<file path="config.mk">
export PLATFORM = sky130hd
export DESIGN_NAME = lqta_top
export DESIGN_NICKNAME = d
export VERILOG_FILES = /design/src/hdl/lqta_pkg.sv /design/src/hdl/lqta_thr_store.sv /design/src/hdl/lqta_monitor.sv /design/src/hdl/lqta_top.sv
export SDC_FILE = /design/constraint.sdc
export NUM_CORES = 1
export LEC_CHECK = 0
export ABC_AREA = 0
export BUFFER_PORTS_ARGS = -buffer_cell sky130_fd_sc_hd__buf_2
export CORE_MARGIN = 2
export CORE_UTILIZATION = 45
export CTS_CLUSTER_DIAMETER = 50
export DETAILED_ROUTE_END_ITERATION = 7
export PLACE_DENSITY = 0.66
export SETUP_SLACK_MARGIN = 0.2
export SLEW_MARGIN = 25
export SYNTH_ARGS = -nofsm -noshare
export SYNTH_HDL_FRONTEND = slang
export SYNTH_SLANG_ARGS = --single-unit
</file>
<file path="constraint.sdc">
create_clock -name aclk -period 2.1 [get_ports aclk]
set_input_delay 0.105 -clock aclk [delete_from_list [all_inputs] [get_ports aclk]]
set_output_delay 0.105 -clock aclk [all_outputs]
set_load 0.01 [all_outputs]
</file>
<file path="src/hdl/lqta_pkg.sv">
// Constants and types for the link quality threshold access register bank
// Operation
// - Bits 15:14 of the threshold access register ignore writes and always read as zero.
// - Writing the sample request bit as one captures the selected parameter and enters parameter read mode.
// - Writing the threshold write strobe loads the data field into the threshold picked by parameter and low/high select.
// - The threshold write strobe clears itself and always reads back as zero.
// - A three-bit selector picks the parameter: 000 equalizer, 001 gain, 010 baseline wander, 011 frequency offset, 100 frequency control.
// - One select bit picks the low (0) or high (1) threshold of that parameter, ten thresholds in all.
// - With sample request clear, a write carries the threshold value in the eight-bit data field.
// - With sample request clear, a read returns the selected threshold in the data field.
// - With sample request set, a read returns the captured parameter value in the data field.
// - The captured value stays fixed until software starts a new sampling sequence.
// - Threshold writes have no effect while the device is powered down; software programs them when powered up.
// - A parameter beyond its low or high threshold sets its warning flag and raises the interrupt when enabled.
// - Monitoring runs only with its enable set and a valid 100 Mb link; an extreme threshold never trips.
package lqta_pkg;
   localparam int ADDR_W = 8;
   localparam int DATA_W = 32;
   localparam int NUM_PARAMS = 5;
   localparam int NUM_THR = 10;
   // Register indices; byte address is four times the index
   localparam logic [7:0] IDX_MONITOR = 8'h1d;
   localparam logic [7:0] IDX_THR_ACCESS = 8'h1e;
   localparam logic [7:0] IDX_IRQ_ENABLE = 8'h1f;
   // Threshold access fields
   localparam int SAMPLE_BIT = 13;
   localparam int STROBE_BIT = 12;
   localparam int PSEL_HI = 11;
   localparam int PSEL_LO = 9;
   localparam int HL_BIT = 8;
   localparam int DATA_HI = 7;
   // Monitor control fields
   localparam int MON_EN_BIT = 15;
   localparam int IRQ_EN_BIT = 0;
   // Reset values
   localparam logic [7:0] THR_LOW_RESET = 8'h00;
   localparam logic [7:0] THR_HIGH_RESET = 8'hff;
   localparam logic [1:0] RESP_OKAY = 2'h0;
   localparam logic [1:0] RESP_SLVERR = 2'h2;

   typedef enum logic [2:0] {
      LQTA_EQ_COEF = 3'b000,
      LQTA_GAIN = 3'b001,
      LQTA_BLW = 3'b010,
      LQTA_FOFS = 3'b011,
      LQTA_FCTL = 3'b100
   } lqta_param_t;

   function automatic logic reg_hit(input logic [ADDR_W-1:0] addr, input logic [7:0] idx);
      reg_hit = (addr[ADDR_W-1:2] == idx[ADDR_W-3:0]) && (addr[1:0] == 2'h0);
   endfunction

   function automatic logic psel_valid(input logic [2:0] psel);
      psel_valid = (psel <= LQTA_FCTL);
   endfunction
endpackage

</file>
<file path="src/hdl/lqta_thr_store.sv">
// Ten eight-bit thresholds, low and high for each monitored parameter
`timescale 1ns/1ps
`default_nettype none
module lqta_thr_store (
   input wire logic aclk,
   input wire logic aresetn,
   input wire logic wr_en,
   input wire logic [3:0] wr_idx,
   input wire logic [7:0] wr_data,
   input wire logic [3:0] rd_idx,
   output logic [7:0] rd_data,
   output logic [8*lqta_pkg::NUM_THR-1:0] thr_all
);
   logic [7:0] thr [lqta_pkg::NUM_THR];

   // Low resets to minimum, high to maximum: both disabled
   always_ff @(posedge aclk) begin
      for (int i = 0; i < lqta_pkg::NUM_THR; i++) begin
         if (!aresetn) begin
            thr[i] <= i[0] ? lqta_pkg::THR_HIGH_RESET : lqta_pkg::THR_LOW_RESET;
         end else if (wr_en && (wr_idx == i[3:0])) begin
            thr[i] <= wr_data;
         end
      end
   end

   always_comb begin
      rd_data = 8'h00;
      for (int i = 0; i < lqta_pkg::NUM_THR; i++) begin
         if (rd_idx == i[3:0]) begin
            rd_data = thr[i];
         end
         thr_all[8*i +: 8] = thr[i];
      end
   end

   chk_thr_load: assert property (@(posedge aclk) disable iff (!aresetn)
      wr_en && (wr_idx < 4'ha) |=> thr[$past(wr_idx)] == $past(wr_data))
      else $error("threshold not loaded");
endmodule
`default_nettype wire

</file>
<file path="src/hdl/lqta_monitor.sv">
// Compares live parameters with thresholds and keeps sticky warning flags
`timescale 1ns/1ps
`default_nettype none
module lqta_monitor (
   input wire logic aclk,
   input wire logic aresetn,
   input wire logic active,
   input wire logic clear,
   input wire logic [8*lqta_pkg::NUM_PARAMS-1:0] params,
   input wire logic [8*lqta_pkg::NUM_THR-1:0] thr_all,
   output logic [lqta_pkg::NUM_THR-1:0] warn
);
   logic [lqta_pkg::NUM_THR-1:0] hit;

   // Strict compare, so 00 low and ff high never trip
   always_comb begin
      for (int p = 0; p < lqta_pkg::NUM_PARAMS; p++) begin
         hit[2*p] = active && (params[8*p +: 8] < thr_all[16*p +: 8]);
         hit[2*p+1] = active && (params[8*p +: 8] > thr_all[16*p+8 +: 8]);
      end
   end

   // A new hit in the clearing read's cycle survives the clear
   always_ff @(posedge aclk) begin
      if (!aresetn) begin
         warn <= '0;
      end else begin
         warn <= (clear ? '0 : warn) | hit;
      end
   end

   chk_warn_set: assert property (@(posedge aclk) disable iff (!aresetn)
      active && (params[7:0] > thr_all[15:8]) |=> warn[1])
      else $error("high warning not set");
   chk_idle_hold: assert property (@(posedge aclk) disable iff (!aresetn)
      !active && !clear |=> $stable(warn))
      else $error("warning changed while idle");
endmodule
`default_nettype wire

</file>
<file path="src/hdl/lqta_top.sv">
// AXI4-Lite register bank for link quality thresholds and parameter sampling
//
// Register access over AXI4-Lite was chosen for this implementation.
`timescale 1ns/1ps
`default_nettype none
module lqta_top (
   input wire logic aclk,
   input wire logic aresetn,
   input wire logic [lqta_pkg::ADDR_W-1:0] awaddr,
   input wire logic awvalid,
   output logic awready,
   input wire logic [lqta_pkg::DATA_W-1:0] wdata,
   input wire logic [3:0] wstrb,
   input wire logic wvalid,
   output logic wready,
   output logic [1:0] bresp,
   output logic bvalid,
   input wire logic bready,
   input wire logic [lqta_pkg::ADDR_W-1:0] araddr,
   input wire logic arvalid,
   output logic arready,
   output logic [lqta_pkg::DATA_W-1:0] rdata,
   output logic [1:0] rresp,
   output logic rvalid,
   input wire logic rready,
   input wire logic pwr_down,
   input wire logic link_100_ok,
   input wire logic [7:0] equalizer_coefficient,
   input wire logic [7:0] gain_control_level,
   input wire logic [7:0] baseline_wander_level,
   input wire logic [7:0] freq_offset_level,
   input wire logic [7:0] freq_control_level,
   output logic lq_irq
);
   logic aw_held;
   logic w_held;
   logic [lqta_pkg::ADDR_W-1:0] aw_addr;
   logic [lqta_pkg::DATA_W-1:0] w_data;
   logic [3:0] w_strb;
   logic wr_do;
   logic hit_thr;
   logic hit_mon;
   logic hit_irq;
   logic [15:0] next_ctl;
   logic sample_mode;
   logic [2:0] parameter_selector;
   logic low_high_select;
   logic [7:0] captured;
   logic monitor_enable;
   logic irq_enable;
   logic thr_wr;
   logic [7:0] thr_rd;
   logic [8*lqta_pkg::NUM_THR-1:0] thr_all;
   logic [lqta_pkg::NUM_THR-1:0] warn;
   logic [8*lqta_pkg::NUM_PARAMS-1:0] params;
   logic [15:0] thr_view;
   logic [15:0] mon_view;
   logic ar_hs;
   logic mon_clear;
   logic rd_was_thr;

   assign params = {freq_control_level, freq_offset_level, baseline_wander_level,
                    gain_control_level, equalizer_coefficient};

   function automatic logic [7:0] param_of(input logic [2:0] sel,
                                           input logic [8*lqta_pkg::NUM_PARAMS-1:0] p);
      case (sel)
         lqta_pkg::LQTA_EQ_COEF: param_of = p[7:0];
         lqta_pkg::LQTA_GAIN: param_of = p[15:8];
         lqta_pkg::LQTA_BLW: param_of = p[23:16];
         lqta_pkg::LQTA_FOFS: param_of = p[31:24];
         lqta_pkg::LQTA_FCTL: param_of = p[39:32];
         default: param_of = 8'h00;
      endcase
   endfunction

   // Write address and data channels, taken in either order
   always_ff @(posedge aclk) begin
      if (!aresetn) begin
         awready <= 1'b1;
         aw_held <= 1'b0;
         aw_addr <= '0;
      end else begin
         if (awvalid && awready) begin
            awready <= 1'b0;
            aw_held <= 1'b1;
            aw_addr <= awaddr;
         end else if (wr_do) begin
            aw_held <= 1'b0;
         end else if (bvalid && bready) begin
            awready <= 1'b1;
         end
      end
   end

   always_ff @(posedge aclk) begin
      if (!aresetn) begin
         wready <= 1'b1;
         w_held <= 1'b0;
         w_data <= '0;
         w_strb <= '0;
      end else begin
         if (wvalid && wready) begin
            wready <= 1'b0;
            w_held <= 1'b1;
            w_data <= wdata;
            w_strb <= wstrb;
         end else if (wr_do) begin
            w_held <= 1'b0;
         end else if (bvalid && bready) begin
            wready <= 1'b1;
         end
      end
   end

   always_comb begin
      wr_do = aw_held && w_held && !bvalid;
      hit_thr = lqta_pkg::reg_hit(aw_addr, lqta_pkg::IDX_THR_ACCESS);
      hit_mon = lqta_pkg::reg_hit(aw_addr, lqta_pkg::IDX_MONITOR);
      hit_irq = lqta_pkg::reg_hit(aw_addr, lqta_pkg::IDX_IRQ_ENABLE);
      // Byte lanes merge over the current view
      next_ctl[7:0] = w_strb[0] ? w_data[7:0] : thr_view[7:0];
      next_ctl[15:8] = w_strb[1] ? w_data[15:8] : thr_view[15:8];
   end

   always_ff @(posedge aclk) begin
      if (!aresetn) begin
         bvalid <= 1'b0;
         bresp <= lqta_pkg::RESP_OKAY;
      end else if (wr_do) begin
         bvalid <= 1'b1;
         bresp <= (hit_thr || hit_mon || hit_irq) ? lqta_pkg::RESP_OKAY
                                                  : lqta_pkg::RESP_SLVERR;
      end else if (bready) begin
         bvalid <= 1'b0;
      end
   end

   // Access register fields; the strobe and top bits are never stored
   always_ff @(posedge aclk) begin
      if (!aresetn) begin
         sample_mode <= 1'b0;
         parameter_selector <= 3'h0;
         low_high_select <= 1'b0;
      end else if (wr_do && hit_thr) begin
         sample_mode <= next_ctl[lqta_pkg::SAMPLE_BIT];
         parameter_selector <= next_ctl[lqta_pkg::PSEL_HI:lqta_pkg::PSEL_LO];
         low_high_select <= next_ctl[lqta_pkg::HL_BIT];
      end
   end

   // Captured value only moves on a new sampling request
   always_ff @(posedge aclk) begin
      if (!aresetn) begin
         captured <= 8'h00;
      end else if (wr_do && hit_thr && next_ctl[lqta_pkg::SAMPLE_BIT]) begin
         captured <= param_of(next_ctl[lqta_pkg::PSEL_HI:lqta_pkg::PSEL_LO], params);
      end
   end

   always_ff @(posedge aclk) begin
      if (!aresetn) begin
         monitor_enable <= 1'b0;
         irq_enable <= 1'b0;
      end else if (wr_do && hit_mon && w_strb[1]) begin
         monitor_enable <= w_data[lqta_pkg::MON_EN_BIT];
      end else if (wr_do && hit_irq && w_strb[0]) begin
         irq_enable <= w_data[lqta_pkg::IRQ_EN_BIT];
      end
   end

   // Strobe acts only in the write cycle and only when powered up
   assign thr_wr = wr_do && hit_thr && next_ctl[lqta_pkg::STROBE_BIT] && !pwr_down
                   && lqta_pkg::psel_valid(next_ctl[lqta_pkg::PSEL_HI:lqta_pkg::PSEL_LO]);

   lqta_thr_store u_store (
      .aclk(aclk),
      .aresetn(aresetn),
      .wr_en(thr_wr),
      .wr_idx(next_ctl[lqta_pkg::PSEL_HI:lqta_pkg::HL_BIT]),
      .wr_data(next_ctl[lqta_pkg::DATA_HI:0]),
      .rd_idx({parameter_selector, low_high_select}),
      .rd_data(thr_rd),
      .thr_all(thr_all)
   );

   lqta_monitor u_monitor (
      .aclk(aclk),
      .aresetn(aresetn),
      .active(monitor_enable && link_100_ok),
      .clear(mon_clear),
      .params(params),
      .thr_all(thr_all),
      .warn(warn)
   );

   // Read views; bits 15:14 and the strobe stay zero in the access view
   always_comb begin
      thr_view = 16'h0000;
      thr_view[lqta_pkg::SAMPLE_BIT] = sample_mode;
      thr_view[lqta_pkg::STROBE_BIT] = 1'b0;
      thr_view[lqta_pkg::PSEL_HI:lqta_pkg::PSEL_LO] = parameter_selector;
      thr_view[lqta_pkg::HL_BIT] = low_high_select;
      thr_view[lqta_pkg::DATA_HI:0] = sample_mode ? captured : thr_rd;
      mon_view = {monitor_enable, 5'h00, warn};
   end

   assign ar_hs = arvalid && arready;
   assign mon_clear = ar_hs && lqta_pkg::reg_hit(araddr, lqta_pkg::IDX_MONITOR);

   always_ff @(posedge aclk) begin
      if (!aresetn) begin
         arready <= 1'b1;
         rvalid <= 1'b0;
         rdata <= '0;
         rresp <= lqta_pkg::RESP_OKAY;
         rd_was_thr <= 1'b0;
      end else if (ar_hs) begin
         arready <= 1'b0;
         rvalid <= 1'b1;
         rresp <= lqta_pkg::RESP_OKAY;
         rd_was_thr <= lqta_pkg::reg_hit(araddr, lqta_pkg::IDX_THR_ACCESS);
         if (lqta_pkg::reg_hit(araddr, lqta_pkg::IDX_THR_ACCESS)) begin
            rdata <= {16'h0000, thr_view};
         end else if (lqta_pkg::reg_hit(araddr, lqta_pkg::IDX_MONITOR)) begin
            rdata <= {16'h0000, mon_view};
         end else if (lqta_pkg::reg_hit(araddr, lqta_pkg::IDX_IRQ_ENABLE)) begin
            rdata <= {31'h00000000, irq_enable};
         end else begin
            rdata <= '0;
            rresp <= lqta_pkg::RESP_SLVERR;
         end
      end else if (rvalid && rready) begin
         rvalid <= 1'b0;
         arready <= 1'b1;
      end
   end

   always_ff @(posedge aclk) begin
      if (!aresetn) begin
         lq_irq <= 1'b0;
      end else begin
         lq_irq <= irq_enable && (|warn);
      end
   end

   chk_rsvd_zero: assert property (@(posedge aclk) disable iff (!aresetn)
      rvalid && rd_was_thr |-> rdata[15:14] == 2'h0)
      else $error("reserved bits not zero");
   chk_strobe_zero: assert property (@(posedge aclk) disable iff (!aresetn)
      rvalid && rd_was_thr |-> !rdata[lqta_pkg::STROBE_BIT])
      else $error("strobe read back as one");
   chk_sample_take: assert property (@(posedge aclk) disable iff (!aresetn)
      wr_do && hit_thr && next_ctl[13] |=> sample_mode
      && captured == param_of($past(next_ctl[11:9]), $past(params)))
      else $error("sample not captured");
   chk_thr_index: assert property (@(posedge aclk) disable iff (!aresetn)
      thr_wr |-> ##1 u_store.thr[$past(next_ctl[11:8])] == $past(next_ctl[7:0]))
      else $error("wrong threshold written");
   chk_thr_read: assert property (@(posedge aclk) disable iff (!aresetn)
      mon_clear == 1'b0 && ar_hs && !sample_mode && lqta_pkg::reg_hit(araddr, 8'h1e)
      |=> rdata[7:0] == $past(thr_rd))
      else $error("threshold readback wrong");
   chk_sample_read: assert property (@(posedge aclk) disable iff (!aresetn)
      ar_hs && sample_mode && lqta_pkg::reg_hit(araddr, 8'h1e)
      |=> rdata[7:0] == $past(captured))
      else $error("sample readback wrong");
   chk_capture_hold: assert property (@(posedge aclk) disable iff (!aresetn)
      !(wr_do && hit_thr && next_ctl[13]) |=> $stable(captured))
      else $error("captured value moved");
   chk_pwrdn_block: assert property (@(posedge aclk) disable iff (!aresetn)
      pwr_down |-> !thr_wr)
      else $error("threshold written while powered down");
   chk_irq_follow: assert property (@(posedge aclk) disable iff (!aresetn)
      irq_enable && (|warn) |=> lq_irq)
      else $error("interrupt not raised");
   chk_reset_fields: assert property (@(posedge aclk) disable iff (!aresetn)
      $past(!aresetn) |-> !sample_mode && parameter_selector == 3'h0 && !low_high_select)
      else $error("fields not reset");

   cov_thr_write: cover property (@(posedge aclk) disable iff (!aresetn) thr_wr);
   cov_sample: cover property (@(posedge aclk) disable iff (!aresetn)
      wr_do && hit_thr && next_ctl[13]);
   cov_irq: cover property (@(posedge aclk) disable iff (!aresetn) $rose(lq_irq));
   cov_warn_clear: cover property (@(posedge aclk) disable iff (!aresetn) mon_clear && (|warn));
endmodule
`default_nettype wire

</file>
==> results.toml <==
[run_status]
outcome = "finished with violations"
violations = "setup timing"

[final_layout]
antenna_cells = 0
drive_gt1_share_pct = 30.96
n_fill_cell = 1672
multi_input_area_sq_um = 5409
final_cell_mix = "nand2_1 (145), buf_4 (109), buf_2 (103)"
register_area_sq_um = 3904
nNetsFinal = 1455
mostFrequentLayoutCell = "nand2_1"
area_growth_pct = 34.72

[worst_setup_path]
worstPathArrival_ns = 2.38
rr_endpoint = "u_store.thr[3][1]"
start_kind = "register"
criticalPathCategory = "reg -> reg"
crit_chain = "buf_12 -> and3b_2 -> buf_6 -> a21oi_2 -> a2bb2oi_2 -> a2111oi_4 -> o31ai_4 -> buf_12 -> nand2_1"
worst-path-buf-inv = 3
critPathRequiredTime_ns = 2.29
r2r_start = "low_high_select"
slowest_delay_ns = 0.33
crit_fanout = 21
endpoint_kind = "register"
reg2regPathDepth = 9
reg2reg_slack_ns = -0.1
cp_top_family = "compound AO/OA/AOI/OAI gates"
crit_top_cell = "buf_12"
cpMaxStageDelayCell = "dfxtp_2"

[floorplanning]
pin_count = 143
die_y_microns = 148.8
dieArea_sq_um = 22150
rows = 52
die_width_microns = 148.8
core_sq_um = 20430
start_util_pct = 46.20

[cts]
cts_buffer_depth = 2
clkTransAtPathRegs_ns = 0.07
clock_latency_ns = 0.44
cts_max_level = 4
cts-root-buf = "clkbuf_16"
cts.sinks = 154
cts_buffers = 17
cts_tree = "yes"

[placement]
io_buffers = 103
post-place-ws_ns = -0.3188
hpwl_microns = 25460
gp_congestion = 1.041

[detailed_routing]
drt_iter0_drc = 717
first_pass_iters = 5
top_layer = "met5"
drc = 0
wl_met2_microns = 15160
m1WireLength_microns = 13900
ant_nets = 0
vias = 8914
wire_per_inst_microns = 21.24
wl_microns = 33180
met3WireLength_microns = 2584
post_drt_via_cell_ratio = 5.707

[power_and_ir_drop]
cellLeakagePower_nw = 5.481
power_density_nw_per_um2 = 573.2
peakVddDrop_mv = 0.4587

[sta]
setup_viol = 105
max_freq_ghz = 0.4555
finalWorstSetupSlack_ns = -0.09541
hold_viol = 0
min_period_ns = 2.195
slew_viol_final = 0
relSlewSlack_pct = 58.32
rsz0062_at_grt = "true"
fin_crit_sh_pct = 104.5
timing.setup.tns_ns = -3.119
worst_pin_slew_ns = 0.6252
fin_skew_ns = 0.01225

[grt]
grt_usage_pct = 30.22
first_global_vias = 8639
grt_first_pass_wirelength_microns = 49580
overflow = 0
grt_max_degree = 26
antenna_found_initial = 1

[hold_path]
min_from = "aresetn"
holdPathEnd = "arready"
min_path_cells = 2
worstHoldPathType = "in -> reg"

[synth]
synthCells = 1028
synth-edff-count = 80
ys_ff_latch = 154
post_synth.cell_area_avg_sq_um = 9.181
yosysWarnings = 0
synth.distinct_cells = 88
syn-cell-area_sq_um = 9438
dominantRegCellSynth = "edfxtp_1"
ys_seq_area_share_pct = 41.15
async_reset_ff_share_pct = 0

[run]
drv_cap = 0
## synth_stat cells, types with 6 or more instances
cell type  instances  area (sq um)
a21boi_0          29         217.7
a21o_1            11         82.58
a21oi_1           57         285.3
a221oi_1           6         52.55
a22o_1             6         52.55
and2_1             6         37.54
buf_2             18         90.09
buf_4             23         172.7
clkbuf_1          19         71.32
dfxtp_1           74          1481
edfxtp_1          80          2402
ha_1              75         938.4
inv_1             82         307.8
mux2i_1           23         230.2
nand2_1          151         566.8
nand2b_1          19         118.9
nand3_1           21         105.1
nand3b_1           8         60.06
nand4_1           14         87.58
nor2_1            72         270.3
nor2b_1           19         118.9
nor3_1             8         40.04
o211ai_1           6         45.04
o21ai_0           60         300.3
o21ai_1            9         45.04
o31ai_1            7         52.55
## stage by stage
step                hold slack, ns  instance area [sq um]  util (%)  cells  power [mW]
detailed placement          0.3531                  11190     54.78   1482       4.179
floorplan                   0.2410                   9667         -   1047       3.790
CTS                       0.005781                  12440     60.88   1554       7.275
global route               0.01504                  12710     62.24   1562       7.528
finish                    0.007283                  12710     62.24   1562       7.288
global placement            0.3574                  11190     54.78   1482       4.161
## worst max-delay path by stage
stage / start / cells past startpoint / end / slack, ns
global route: parameter_selector[1] / 8 / u_store.thr[6][6] / -0.12
CTS: parameter_selector[1] / 6 / u_store.thr[5][4] / -0.05
finish: low_high_select / 9 / u_store.thr[3][1] / -0.1
detailed placement: parameter_selector[1] / 8 / u_store.thr[6][1] / -0.32
global placement: parameter_selector[1] / 8 / u_store.thr[7][1] / -0.27
floorplan: parameter_selector[1] / 7 / u_store.thr[1][0] / 0.03
## worst register-to-register path, stage by stage (launching register included)
cell,delay (ns)
dfxtp_2,0.33
buf_12,0.16
and3b_2,0.25
buf_6,0.14
a21oi_2,0.17
a2bb2oi_2,0.24
a2111oi_4,0.09
o31ai_4,0.29
buf_12,0.20
nand2_1,0.07
## power by group
| part | internal (mW) | total (mW) | switching, mW |
|---|---|---|---|
| sequential | 3.23 | 3.29 | 0.0668 |
| clock | 1.59 | 3.07 | 1.47 |
| combinational | 0.407 | 0.929 | 0.522 |
## sequential cells by signal, summed over array words and instances (netlist names), 2 cells and up
signal,flops
aw_addr,8
captured,8
parameter_selector,3
rdata,14
u_monitor.warn,10
u_store.thr,80
w_data,15
w_strb,2
## layout make-up
class / count / area share (%)
clock inverters: 15 / 1.142
clock buffers: 17 / 3.346
flip-flops and latches: 154 / 30.70
inverters: 83 / 2.450
repair buffers: 280 / 17.16
well taps: 270 / 2.657
multi-input cells: 743 / 42.54
## repair_timing
| item | in CTS | in global routing |
|---|---|---|
| hold buffers | 27 | 0 |
| buffers inserted | 13 | 8 |
| setup endpoints to repair | 176 | 176 |
| pin swaps | 22 | 17 |
| hold endpoints to repair | 30 | 0 |
| resized for setup | 77 | 46 |
| gates cloned | 0 | 0 |
## metal layers
| layer | vias up | GRT usage [%] |
|---|---|---|
| li1 | 4143 | - |
| met1 | 4240 | 39.37 |
| met2 | 431 | 48.87 |
| met3 | 98 | 6.177 |
| met4 | 2 | 13.19 |
| met5 | - | 0 |
## logic make-up (layout without fill, tap and decap cells)
kind of cell | count (synthesis) | count (layout) | synth area share [%]
simple gates | 355 | 355 | 17.92
compound gates | 260 | 260 | 19.48
flops | 154 | 154 | 41.15
buf+inv | 150 | 395 | 7.517
fa+ha+maj | 75 | 75 | 9.943
mux | 33 | 33 | 3.951
other cells | 1 | 20 | 0.03973
(Power assumes the default switching activity.)
